File: config.mk
export PLATFORM = sky130hd
export DESIGN_NAME = bmiu_core
export DESIGN_NICKNAME = d
export VERILOG_FILES = /design/src/design/bmiu_pkg.sv /design/src/design/bmiu_core.sv /design/src/design/bmiu_decode.sv
export VERILOG_INCLUDE_DIRS = /design/src /design/src/design
export SDC_FILE = /design/constraint.sdc
export NUM_CORES = 1
export LEC_CHECK = 0
export CAP_MARGIN = 30
export CORE_UTILIZATION = 45
export DETAILED_ROUTE_END_ITERATION = 8
export DONT_BUFFER_PORTS = 1
export SLEW_MARGIN = 20
export SYNTH_ARGS = -nofsm -noshare
export SYNTH_HDL_FRONTEND = slang
export SYNTH_HIERARCHICAL = 1
export SYNTH_SLANG_ARGS = --single-unit
File: constraint.sdc
create_clock -name sys_clk -period 4.1 [get_ports sys_clk]
set_input_delay 0.82 -clock sys_clk [delete_from_list [all_inputs] [get_ports sys_clk]]
set_output_delay 0.82 -clock sys_clk [all_outputs]
set_load 0.01 [all_outputs]
File: src/design/bmiu_defines.svh
// constants for the bit manipulation instruction unit
`ifndef BMIU_DEFINES_SVH
`define BMIU_DEFINES_SVH
`define BMIU_WORD_W      14
`define BMIU_ADDR_W      7
`define BMIU_BIT_W       3
`define BMIU_DATA_W      8
`define BMIU_CLASS_HI    13
`define BMIU_CLASS_LO    12
`define BMIU_CLASS_BIT   2'h1
`define BMIU_OP_HI       11
`define BMIU_OP_LO       10
`define BMIU_OP_CLEAR    2'h0
`define BMIU_OP_SET      2'h1
`define BMIU_OP_TEST     2'h2
`define BMIU_IDX_HI      9
`define BMIU_IDX_LO      7
`define BMIU_ADR_HI      6
`define BMIU_ADR_LO      0
`define BMIU_ADDR_MAX    7'h7f
`define BMIU_BIT_MAX     3'h7
`endif

File: src/design/bmiu_pkg.sv
// types for the bit manipulation instruction unit
`default_nettype none
package bmiu_pkg;
  typedef enum logic [1:0] {
    bmiu_none_e,
    bmiu_clear_e,
    bmiu_set_e,
    bmiu_test_e
  } bmiu_op_t;

  typedef struct packed {
    bmiu_op_t   op;
    logic [2:0] bit_idx;
    logic [6:0] addr;
  } bmiu_dec_t;

  // register file access bundle
  typedef struct packed {
    logic       rd_en;
    logic       wr_en;
    logic [6:0] addr;
    logic [7:0] wdata;
  } bmiu_rf_t;
endpackage : bmiu_pkg
`default_nettype wire

File: src/design/bmiu_core.sv
// phase sequenced executor for bit clear, bit set and bit test skip
`default_nettype none
`include "bmiu_defines.svh"
// Contract
// - Words with top bits 01 00 decode as bit clear with index and address.
// - Words with top bits 01 01 decode as bit set with index and address.
// - Words with top bits 01 10 decode as bit test skip if clear.
// - The address spans 0 to 127 and the bit index 0 to 7.
// - Bit clear zeroes the chosen bit and keeps the other seven.
// - Bit set forces the chosen bit to one and keeps the rest.
// - A tested bit of zero turns the next instruction into a no-op.
// - Set and clear run decode, read, modify, write over four phases.
// - Test never writes, and the skipped cycle does nothing at all.
module bmiu_core (
  input  wire logic               sys_clk,
  input  wire logic               nrst,
  input  wire logic               instr_valid,
  input  wire logic [13:0]        instr_word,
  input  wire logic [7:0]         rf_rdata,
  output var  bmiu_pkg::bmiu_rf_t rf_r,
  output logic                    phase_q1_r,
  output logic                    busy_r,
  output logic                    skip_r,
  output logic                    no_operation_r,
  output logic                    done_r
);
  import bmiu_pkg::*;

  typedef enum logic [2:0] {
    bmiu_idle_s,
    bmiu_q2_s,
    bmiu_q3_s,
    bmiu_q4_s,
    bmiu_n1_s,
    bmiu_n2_s,
    bmiu_n3_s,
    bmiu_n4_s
  } bmiu_state_t;

  bmiu_dec_t   dec;
  bmiu_dec_t   dec_r;
  bmiu_state_t state_r;
  logic [7:0]  data_r;
  logic [7:0]  mask;
  // decisions shared by several flops
  logic        take;      // word accepted on this edge
  logic        skip_hit;  // test found its bit clear in q4
  logic        end_q4;    // q4 that ends the instruction
  logic        wr_go;     // q4 of a set or clear
  // register file port, one flop per concern
  logic        rd_en_r;
  logic        wr_en_r;
  logic [6:0]  addr_r;
  logic [7:0]  wdata_r;

  // q1 decode happens combinationally as the word is taken
  bmiu_decode u_decode (
    .word (instr_word),
    .dec  (dec)
  );

  // one hot bit mask, one index compare per bit lane
  for (genvar i = 0; i < `BMIU_DATA_W; i++) begin : g_mask
    assign mask[i] = (dec_r.bit_idx == 3'(i));
  end

  // shared terms, so every status flop sees the same decision
  always_comb begin
    take     = (state_r == bmiu_idle_s) && instr_valid &&
               (dec.op != bmiu_none_e);
    skip_hit = (state_r == bmiu_q4_s) && (dec_r.op == bmiu_test_e) &&
               !data_r[dec_r.bit_idx];
    end_q4   = (state_r == bmiu_q4_s) && !skip_hit;
    // test reads but never writes back
    wr_go    = (state_r == bmiu_q4_s) && (dec_r.op != bmiu_test_e);
  end

  // phase sequencer, unknown words are ignored
  always_ff @(posedge sys_clk or negedge nrst) begin
    if (!nrst) begin
      state_r <= bmiu_idle_s;
    end else begin
      case (state_r)
        bmiu_idle_s:
          if (instr_valid && dec.op != bmiu_none_e) state_r <= bmiu_q2_s;
        bmiu_q2_s: state_r <= bmiu_q3_s;
        bmiu_q3_s: state_r <= bmiu_q4_s;
        bmiu_q4_s: begin
          // skip appends a full empty cycle
          if (dec_r.op == bmiu_test_e && !data_r[dec_r.bit_idx]) begin
            state_r <= bmiu_n1_s;
          end else begin
            state_r <= bmiu_idle_s;
          end
        end
        bmiu_n1_s: state_r <= bmiu_n2_s;
        bmiu_n2_s: state_r <= bmiu_n3_s;
        bmiu_n3_s: state_r <= bmiu_n4_s;
        bmiu_n4_s: state_r <= bmiu_idle_s;
        default:   state_r <= bmiu_idle_s;
      endcase
    end
  end

  // latch decoded instruction at q1
  always_ff @(posedge sys_clk or negedge nrst) begin
    if (!nrst) begin
      dec_r <= '0;
    end else if (state_r == bmiu_idle_s && instr_valid) begin
      dec_r <= dec;
    end
  end

  // read strobe: one pulse just after the take edge, the q2 read
  always_ff @(posedge sys_clk or negedge nrst) begin
    if (!nrst) begin
      rd_en_r <= 1'b0;
    end else begin
      rd_en_r <= take;
    end
  end

  // address holds until the next take so a slow reader still sees it
  always_ff @(posedge sys_clk or negedge nrst) begin
    if (!nrst) begin
      addr_r <= 7'h00;
    end else if (take) begin
      addr_r <= dec.addr;
    end
  end

  // write strobe only in the cycle after q4, so write and done share one cycle
  always_ff @(posedge sys_clk or negedge nrst) begin
    if (!nrst) begin
      wr_en_r <= 1'b0;
    end else begin
      wr_en_r <= wr_go;
    end
  end

  // the whole modified byte goes back, never a lone bit
  always_ff @(posedge sys_clk or negedge nrst) begin
    if (!nrst) begin
      wdata_r <= 8'h00;
    end else if (wr_go) begin
      wdata_r <= data_r;
    end
  end

  // register file port is a plain bundle of the four flops above
  always_comb begin
    rf_r.rd_en = rd_en_r;
    rf_r.wr_en = wr_en_r;
    rf_r.addr  = addr_r;
    rf_r.wdata = wdata_r;
  end

  // q2 captures read data, q3 modifies it; test leaves it alone
  always_ff @(posedge sys_clk or negedge nrst) begin
    if (!nrst) begin
      data_r <= 8'h00;
    end else if (state_r == bmiu_q2_s) begin
      data_r <= rf_rdata;
    end else if (state_r == bmiu_q3_s) begin
      case (dec_r.op)
        bmiu_clear_e: data_r <= data_r & ~mask;
        bmiu_set_e:   data_r <= data_r | mask;
        default:      data_r <= data_r;
      endcase
    end
  end

  // ready in q1 only; a skip keeps it low through the empty cycle
  always_ff @(posedge sys_clk or negedge nrst) begin
    if (!nrst) begin
      phase_q1_r <= 1'b1;
    end else begin
      phase_q1_r <= end_q4 || (state_r == bmiu_n4_s) ||
                    (state_r == bmiu_idle_s && !take);
    end
  end

  // busy is the inverse of the ready level so the sequencer may use either
  always_ff @(posedge sys_clk or negedge nrst) begin
    if (!nrst) begin
      busy_r <= 1'b0;
    end else begin
      busy_r <= !(end_q4 || (state_r == bmiu_n4_s) ||
                  (state_r == bmiu_idle_s && !take));
    end
  end

  // skip pulse tells the sequencer to discard the fetched word
  always_ff @(posedge sys_clk or negedge nrst) begin
    if (!nrst) begin
      skip_r <= 1'b0;
    end else begin
      skip_r <= skip_hit;
    end
  end

  // all four phases of the discarded cycle do nothing
  always_ff @(posedge sys_clk or negedge nrst) begin
    if (!nrst) begin
      no_operation_r <= 1'b0;
    end else begin
      no_operation_r <= skip_hit ||
                        (state_r inside {bmiu_n1_s, bmiu_n2_s, bmiu_n3_s});
    end
  end

  // end pulse after q4, or after the empty cycle of a skip
  always_ff @(posedge sys_clk or negedge nrst) begin
    if (!nrst) begin
      done_r <= 1'b0;
    end else begin
      done_r <= end_q4 || (state_r == bmiu_n4_s);
    end
  end
endmodule : bmiu_core
`default_nettype wire

File: src/design/bmiu_decode.sv
// opcode decoder for the three bit instructions
`default_nettype none
`include "bmiu_defines.svh"
module bmiu_decode (
  input  wire logic [13:0]        word,
  output var  bmiu_pkg::bmiu_dec_t dec
);
  import bmiu_pkg::*;

  // field split and opcode match
  always_comb begin
    dec.bit_idx = word[`BMIU_IDX_HI:`BMIU_IDX_LO];
    dec.addr    = word[`BMIU_ADR_HI:`BMIU_ADR_LO];
    dec.op      = bmiu_none_e;
    if (word[`BMIU_CLASS_HI:`BMIU_CLASS_LO] == `BMIU_CLASS_BIT) begin
      case (word[`BMIU_OP_HI:`BMIU_OP_LO])
        `BMIU_OP_CLEAR: dec.op = bmiu_clear_e;
        `BMIU_OP_SET:   dec.op = bmiu_set_e;
        `BMIU_OP_TEST:  dec.op = bmiu_test_e;
        default:        dec.op = bmiu_none_e;
      endcase
    end
  end
endmodule : bmiu_decode
`default_nettype wire

Word-level counts from Yosys, hierarchy flattened
Index checks and enable logic that the tools add are counted.
- register bits after elaboration: 38
- input bits: 25
- output and inout port bits: 22
- logic and storage cells: 73
- $lt $le $gt $ge: 1
- eq/ne operators: 22
- multiplexer cells: 10
- bitwise logic cells: 3
- reduce and logical (&&, ||, !) cells: 24
- operators by type and width (cell ; number):
    3-bit == test, second input constant ; 8
    3-bit one-hot mux with 8 select lines ; 1
    8-bit 2-to-1 mux ; 2
    8-bit one-hot mux with 2 select lines ; 1
    3-bit by 2-bit == test with 1-bit output, second input constant ; 4
    1-bit logical AND ; 9
    8-bit AND ; 1
    8-bit inverter ; 1
    8-bit bitwise OR ; 1
    2-bit by 1-bit == test with 1-bit output, second input constant ; 3
    2-bit == test, second input constant ; 3
    3-bit by 1-bit == test with 1-bit output, second input constant ; 2
    3-bit zero test ; 2
    3-bit 2-to-1 mux ; 2
    2-bit one-hot mux with 3 select lines ; 1
    3-bit nonzero test ; 2
    1-bit zero test ; 4
    3-bit by 4-bit less-than comparator with 1-bit output, second input constant ; 1
    2-bit inequality test, second input constant ; 2
    2-bit nonzero test ; 2
    1-bit binary-select mux with 3-bit select ; 1
    1-bit logical OR ; 3
    2-bit zero test ; 1
    2-bit 2-to-1 mux ; 1
    2 further kinds ; 2

Depth between registers and ports, before layout
Gate-level depths: netlist (run 1).
- depth in word-level cells: 9
- depth in mapped cells: 7
- gate-level depth less buffers: 7

By module
The synthesis (run 1) kept the hierarchy.
- by module, submodules not included (module ; instances ; cells each ; area an instance (µm²) ; sequential area each (µm²)):
    bmiu_core ; 1 ; 156 ; 1796.7 ; 952.2
    bmiu_decode ; 1 ; 17 ; 132.6 ; 0.0

Worst setup path before layout (run 1)
Ideal clock, no wire load.
- path kind: input -> register
- from: input port instr_word[10]
- to: register addr_r[0]
- setup time: 125 ps
- arrival: 1875 ps
- required time: 3975 ps
- setup slack: 2101 ps
- cell stages on the path: 6
- path buffers: 1
- cell sequence: inv_1 -> ha_1 -> and3b_1 -> o21a_1 -> buf_4 -> mux2_2
- RTL lines (item ; RTL line ; source):
    from (decl) ; bmiu_core.sv:18 ; input wire logic [13:0] instr_word,
    to (signal assigned) ; bmiu_core.sv:128 ; addr_r <= dec.addr;
    to (decl) ; bmiu_core.sv:53 ; logic [6:0] addr_r;

==> impl_metrics.yaml, run 1 <==
outcome:
  status: "finished, final reports clean"
sta:
  fin_skew_ns: 0.00408
  worstMarginPinSlew_ns: 0.724
  setup_tns_ns: 0
  fmax_mhz: 499
  setup_ws_ns: 2.09
  finalSetupViolCount: 0
  drv_slew: 0
  finalCritPeriodShare: 0.489
  layout_min_cycle_time_ns: 2.01
  rsz0062_at_grt: "false"
  hold_viol_final: 0
  slew_headroom: 0.517
global_routing:
  antenna_found_initial: 0
  met1_usage: 0.213
  grt_pass1_vias: 1164
  track_usage: 0.167
  grt_use_met3: 0.0861
  grt_overflow: 0
  busiest_layer: "met2"
  grt_pass1_wl_mm: 5.46
  grt_max_degree: 39
  use_met2: 0.236
worst_setup_path:
  cp_data_arrival_time_ns: 2.21
  worstSetupStartpointType: "flip-flop"
  slowest_delay_ns: 0.58
  criticalPathCategory: "reg -> reg"
  cp_num_buf_inv: 1
  endpoint_kind: "flip-flop"
  cp_top_family: "compound AO/OA/AOI/OAI gates"
  crit_top_cell: "a21oi_1"
  cp_slowest_cell: "a21oi_2"
  worstPathRequired_ns: 4.31
  cp_max_fo: 16
  worstPathCellList: "inv_1, ha_1, or3b_1, a21oi_2, a21oi_1, a21oi_1"
placed_design:
  io_buffers: 0
  placed_cell_area_um2: 1830
  gp_congestion: 0.806
  placedCellCount: 199
  post-place-ws_ns: 1.91
  hpwlAfterDp_mm: 2.33
route:
  drcViolationCount: 0
  dr.pass1.iters: 4
  first_iter_violations: 116
  wl_per_cell_um: 15.5
  vias: 1175
  routed_wl_mm: 3.21
  ant_nets: 0
  viasPerCell: 5.68
synthesis:
  synthTopCellsByCount: "dfrtp_1 (37), mux2_2 (18), o21ai_0 (18)"
  synth_top_flop_cell: "dfrtp_1"
  yosysTopAreaCell: "dfrtp_1"
  synthArstFlopShare: 1.00
  synth_most_common_cell: "dfrtp_1"
  yosysTopAreaCellShare: 0.480
  synth_area_leaders: "dfrtp_1 (48%), mux2_2 (11%), buf_4 (5.8%)"
  syn_inst: 173
  synth-edff-count: 0
  netlist_area_um2: 1930
  ys_seq_elements: 38
  synth_cell_types: 35
  synthesis.nets: 202
  ys_seq_area_frac: 0.494
  syn_area_per_cell_um2: 11.2
  yosysWarnings: 6
floorplanning:
  die_h_um: 67.5
  rows: 23
  core_area_um2: 4060
  die_w_um: 67.5
  ios: 47
  start_util: 0.475
  die_area_um2: 4550
clocking:
  cts_max_level: 2
  cts_tree: "yes"
  hold_buffers: 0
  cts_max_path_buffers: 2
  cts-resized-gates: 0
  cts_setup_buffers: 0
  cts.clk_slew.worst_paths_ns: 0.07
  cts-root-buf: "clkbuf_8"
  cts.sinks: 38
  clk_latency_ns: 0.28
  numCtsBuffers: 5
flow_run:
  cap_viol_max_count: 0
layout:
  final_cells: 207
  drive_gt1_frac: 0.217
  stdcell_area_um2: 1940
  syn2layout_area_growth_pct: 0.324
  fill_cells: 382
  final_nets: 185
  antenna_cells: 0
power:
  leakagePower_nw: 0.835
  power.density_nw_per_um2: 823
  ir_drop_mv: 0.290
worst_hold_path:
  hold_class: "in -> async"
[per-layer routing]
layer  wire [um]  share of wire
met3         302          0.094
met1        1430           0.45
met2        1450           0.45
met4          23         0.0072
met5           0              0
[through the flow]
step | total power [mW] | util | hold slack [ns]
after global routing | 1.72 | 0.477 | 0.189
after detailed placement | 1.30 | 0.450 | 0.525
after floorplan | 1.23 | - | 0.502
after CTS | 1.61 | 0.477 | 0.212
final | 1.59 | 0.477 | 0.224
after global placement | 1.28 | 0.450 | 0.525
[cell usage in the layout, fill, tap and decap left out, types with 5 or more instances in the layout]
cell,netlist,routed
a21oi_1,17,17
clkbuf_8,0,5
dfrtp_1,37,37
inv_1,5,5
mux2_2,18,18
nand2_1,5,5
nand3_1,6,6
nor2_1,6,6
nor2b_1,5,5
o21ai_0,18,18
[path summary, 6_finish.rpt]
path                                           to  cells past startpoint  slack, ns                  start
max reg2reg                             flip-flop                      6       2.09  dec_r[10]$_DFFE_PN0P_
min in group sys_clk       wdata_r[0]$_DFFE_PN0P_                      1       0.55              flip-flop
min                             wr_en_r$_DFF_PN0_                      0       0.22                   nrst
max in group asynchronous    phase_q1_r$_DFF_PN1_                      0       3.70                   nrst
max                                     flip-flop                      6       2.09  dec_r[10]$_DFFE_PN0P_
min reg2reg                wdata_r[0]$_DFFE_PN0P_                      1       0.55              flip-flop
[layout make-up]
type	instances	area, um2	share of cell area
clock buffer	5	68.8	0.0356
sequential	38	952	0.492
clock inverter	3	40.0	0.0207
tap	50	62.6	0.0323
multi-input combinational	106	793	0.410
inverter	5	18.8	0.00970
[cells by family after synthesis]
kind of cell	count (synthesis)	share of synthesized area
AOI/OAI and AO/OA	45	0.141
DFF	38	0.494
and+or+nand+nor	34	0.111
buffers and inverters	29	0.0953
muxes	22	0.128
adders and majority gates	4	0.0259
xor gates and xnor gates	1	0.00454
[where the power goes]
group / leakage (nW) / internal (mW) / switching [mW]
clock: 0.0579 / 0.179 / 0.127
sequential: 0.458 / 0.551 / 0.221
combinational: 0.318 / 0.256 / 0.259
Note: power is estimated with default switching activity, not from simulation.
==> run 2, diff against run 1 <==
clock period = 1.7 ns   (was 4.1 ns; I/O delays follow)
==> run 2 against run 1 <==
Compared with the run above:
- count of clock-buffer cells in the layout rose by 2
- power increased to 2.7 times the previous value
- worst hold slack lost 0.039 ns
- highest routed layer unchanged
==> impl_metrics.yaml, run 2 (synthesis gave the netlist of run 1 again) <==
clocking:
  cts.sinks: 38
  cts-root-buf: "clkbuf_8"
  clk_latency_ns: 0.29
  numCtsBuffers: 5
  cts_tree: "yes"
  cts.clk_slew.worst_paths_ns: 0.08
  cts_max_path_buffers: 2
  cts_max_level: 2
route:
  dr.pass1.iters: 4
  vias: 1222
  wl_per_cell_um: 15.8
  ant_nets: 0
  viasPerCell: 5.61
  routed_wl_mm: 3.44
  drcViolationCount: 0
  first_iter_violations: 101
worst_setup_path:
  worstPathRequired_ns: 1.91
  slowest_delay_ns: 0.42
  cp_max_fo: 16
  worstPathCellList: "ha_1, or3b_1, a21oi_2, buf_12, a21oi_1, a21oi_1"
  cp_slowest_cell: "dfrtp_1"
  worstSetupStartpointType: "flip-flop"
  crit_top_cell: "a21oi_1"
  cp_top_family: "flip-flops"
  cp_num_buf_inv: 1
  criticalPathCategory: "reg -> reg"
  endpoint_kind: "flip-flop"
  cp_data_arrival_time_ns: 1.90
  rrSetupSlack_ns: 0.01
global_routing:
  grt_overflow: 0
  grt_max_degree: 39
  grt_pass1_vias: 1149
  met1_usage: 0.211
  use_met2: 0.256
  track_usage: 0.171
  grt_pass1_wl_mm: 5.49
  antenna_found_initial: 0
  grt_use_met3: 0.0726
  busiest_layer: "met2"
placed_design:
  io_buffers: 0
  gp_congestion: 0.810
  placedCellCount: 206
  hpwlAfterDp_mm: 2.41
  placed_cell_area_um2: 1900
power:
  leakagePower_nw: 0.903
  power.density_nw_per_um2: 2030
  power_mw: 4.27
  ir_drop_mv: 0.939
layout:
  final_common_cell: "dfrtp_1"
  fin_util: 0.518
  final_cells: 218
  stdcell_area_um2: 2100
  antenna_cells: 0
  fill_cells: 361
  final_nets: 196
  seqCellArea_um2: 952
  multi_input_area_um2: 836
  drive_gt1_frac: 0.286
  syn2layout_area_growth_pct: 8.95
  mostFrequentLayoutCells: "dfrtp_1 (37), mux2_2 (18), o21ai_0 (17), a21oi_1 (17)"
sta:
  slew_headroom: 0.728
  drv_slew: 0
  hold_viol_final: 0
  finalCritPeriodShare: 0.993
  fmax_mhz: 592
  worstMarginPinSlew_ns: 0.409
  finalSetupViolCount: 0
  layout_min_cycle_time_ns: 1.69
  fin_skew_ns: 0.00742
  rsz0062_at_grt: "true"
floorplanning:
  start_util: 0.475
  ios: 47
  rows: 23
  die_w_um: 67.5
  die_area_um2: 4550
  die_h_um: 67.5
  core_area_um2: 4060
outcome:
  status: "finished, final reports clean"
worst_hold_path:
  hold_class: "in -> reg"
flow_run:
  cap_viol_max_count: 0
run 2: what timing repair did:
action,CTS,global route
endpoints found under the hold margin,38,0
endpoints found under the setup margin,1,19
pin swaps,1,4
gates resized for setup,0,11
hold buffers,2,0
buffers inserted,0,2
run 2: metrics by stage:
stage | hold WS [ns] | setup TNS, ns | setup slack, ns
2_1_floorplan | 0.0444 | 0 | 0.0305
3_3_place_gp | 0.0451 | 0 | 0.0761
3_5_place_dp | 0.0452 | 0 | 0.0125
4_1_cts | 0.167 | 0 | 0.00750
5_1_grt | 0.179 | -0.567 | -0.0669
6_report | 0.185 | 0 | 0.0120
run 2: final timing paths:
kind	start	to	depth (start not counted)
hold / removal	instr_word[9]	dec_r[9]$_DFFE_PN0P_	2
setup reg to reg	dec_r[11]$_DFFE_PN0P_	flip-flop	6
min in group asynchronous	nrst	dec_r[7]$_DFFE_PN0P_	2
hold reg to reg	flip-flop	wdata_r[4]$_DFFE_PN0P_	1
setup / recovery	dec_r[11]$_DFFE_PN0P_	flip-flop	6
max in group asynchronous	nrst	phase_q1_r$_DFF_PN1_	2
run 2: report_power, final:
group	internal [mW]	leakage [nW]	switching (mW)
registers	1.33	0.458	0.479
clock network	0.439	0.0524	0.312
logic	0.899	0.393	0.810
run 2: layout make-up:
cell class | instances | share of cell area
clock inverters | 1 | 0.0143
inverters | 5 | 0.00893
flip-flops and latches | 38 | 0.453
well taps | 50 | 0.0298
repair buffers | 11 | 0.0601
clock buffers | 7 | 0.0363
multi-input cells | 106 | 0.398
run 2: worst register-to-register path, cell delays in order, from the launching register on:
cell,delay (ns)
dfrtp_1,0.42
ha_1,0.28
or3b_1,0.36
a21oi_2,0.20
buf_12,0.16
a21oi_1,0.07
a21oi_1,0.13
run 2: metal layers:
metal	routed length, um	vias to the layer above
met5	0	-
met2	1560	43
met4	67	0
li1	-	578
met3	298	7
met1	1510	594
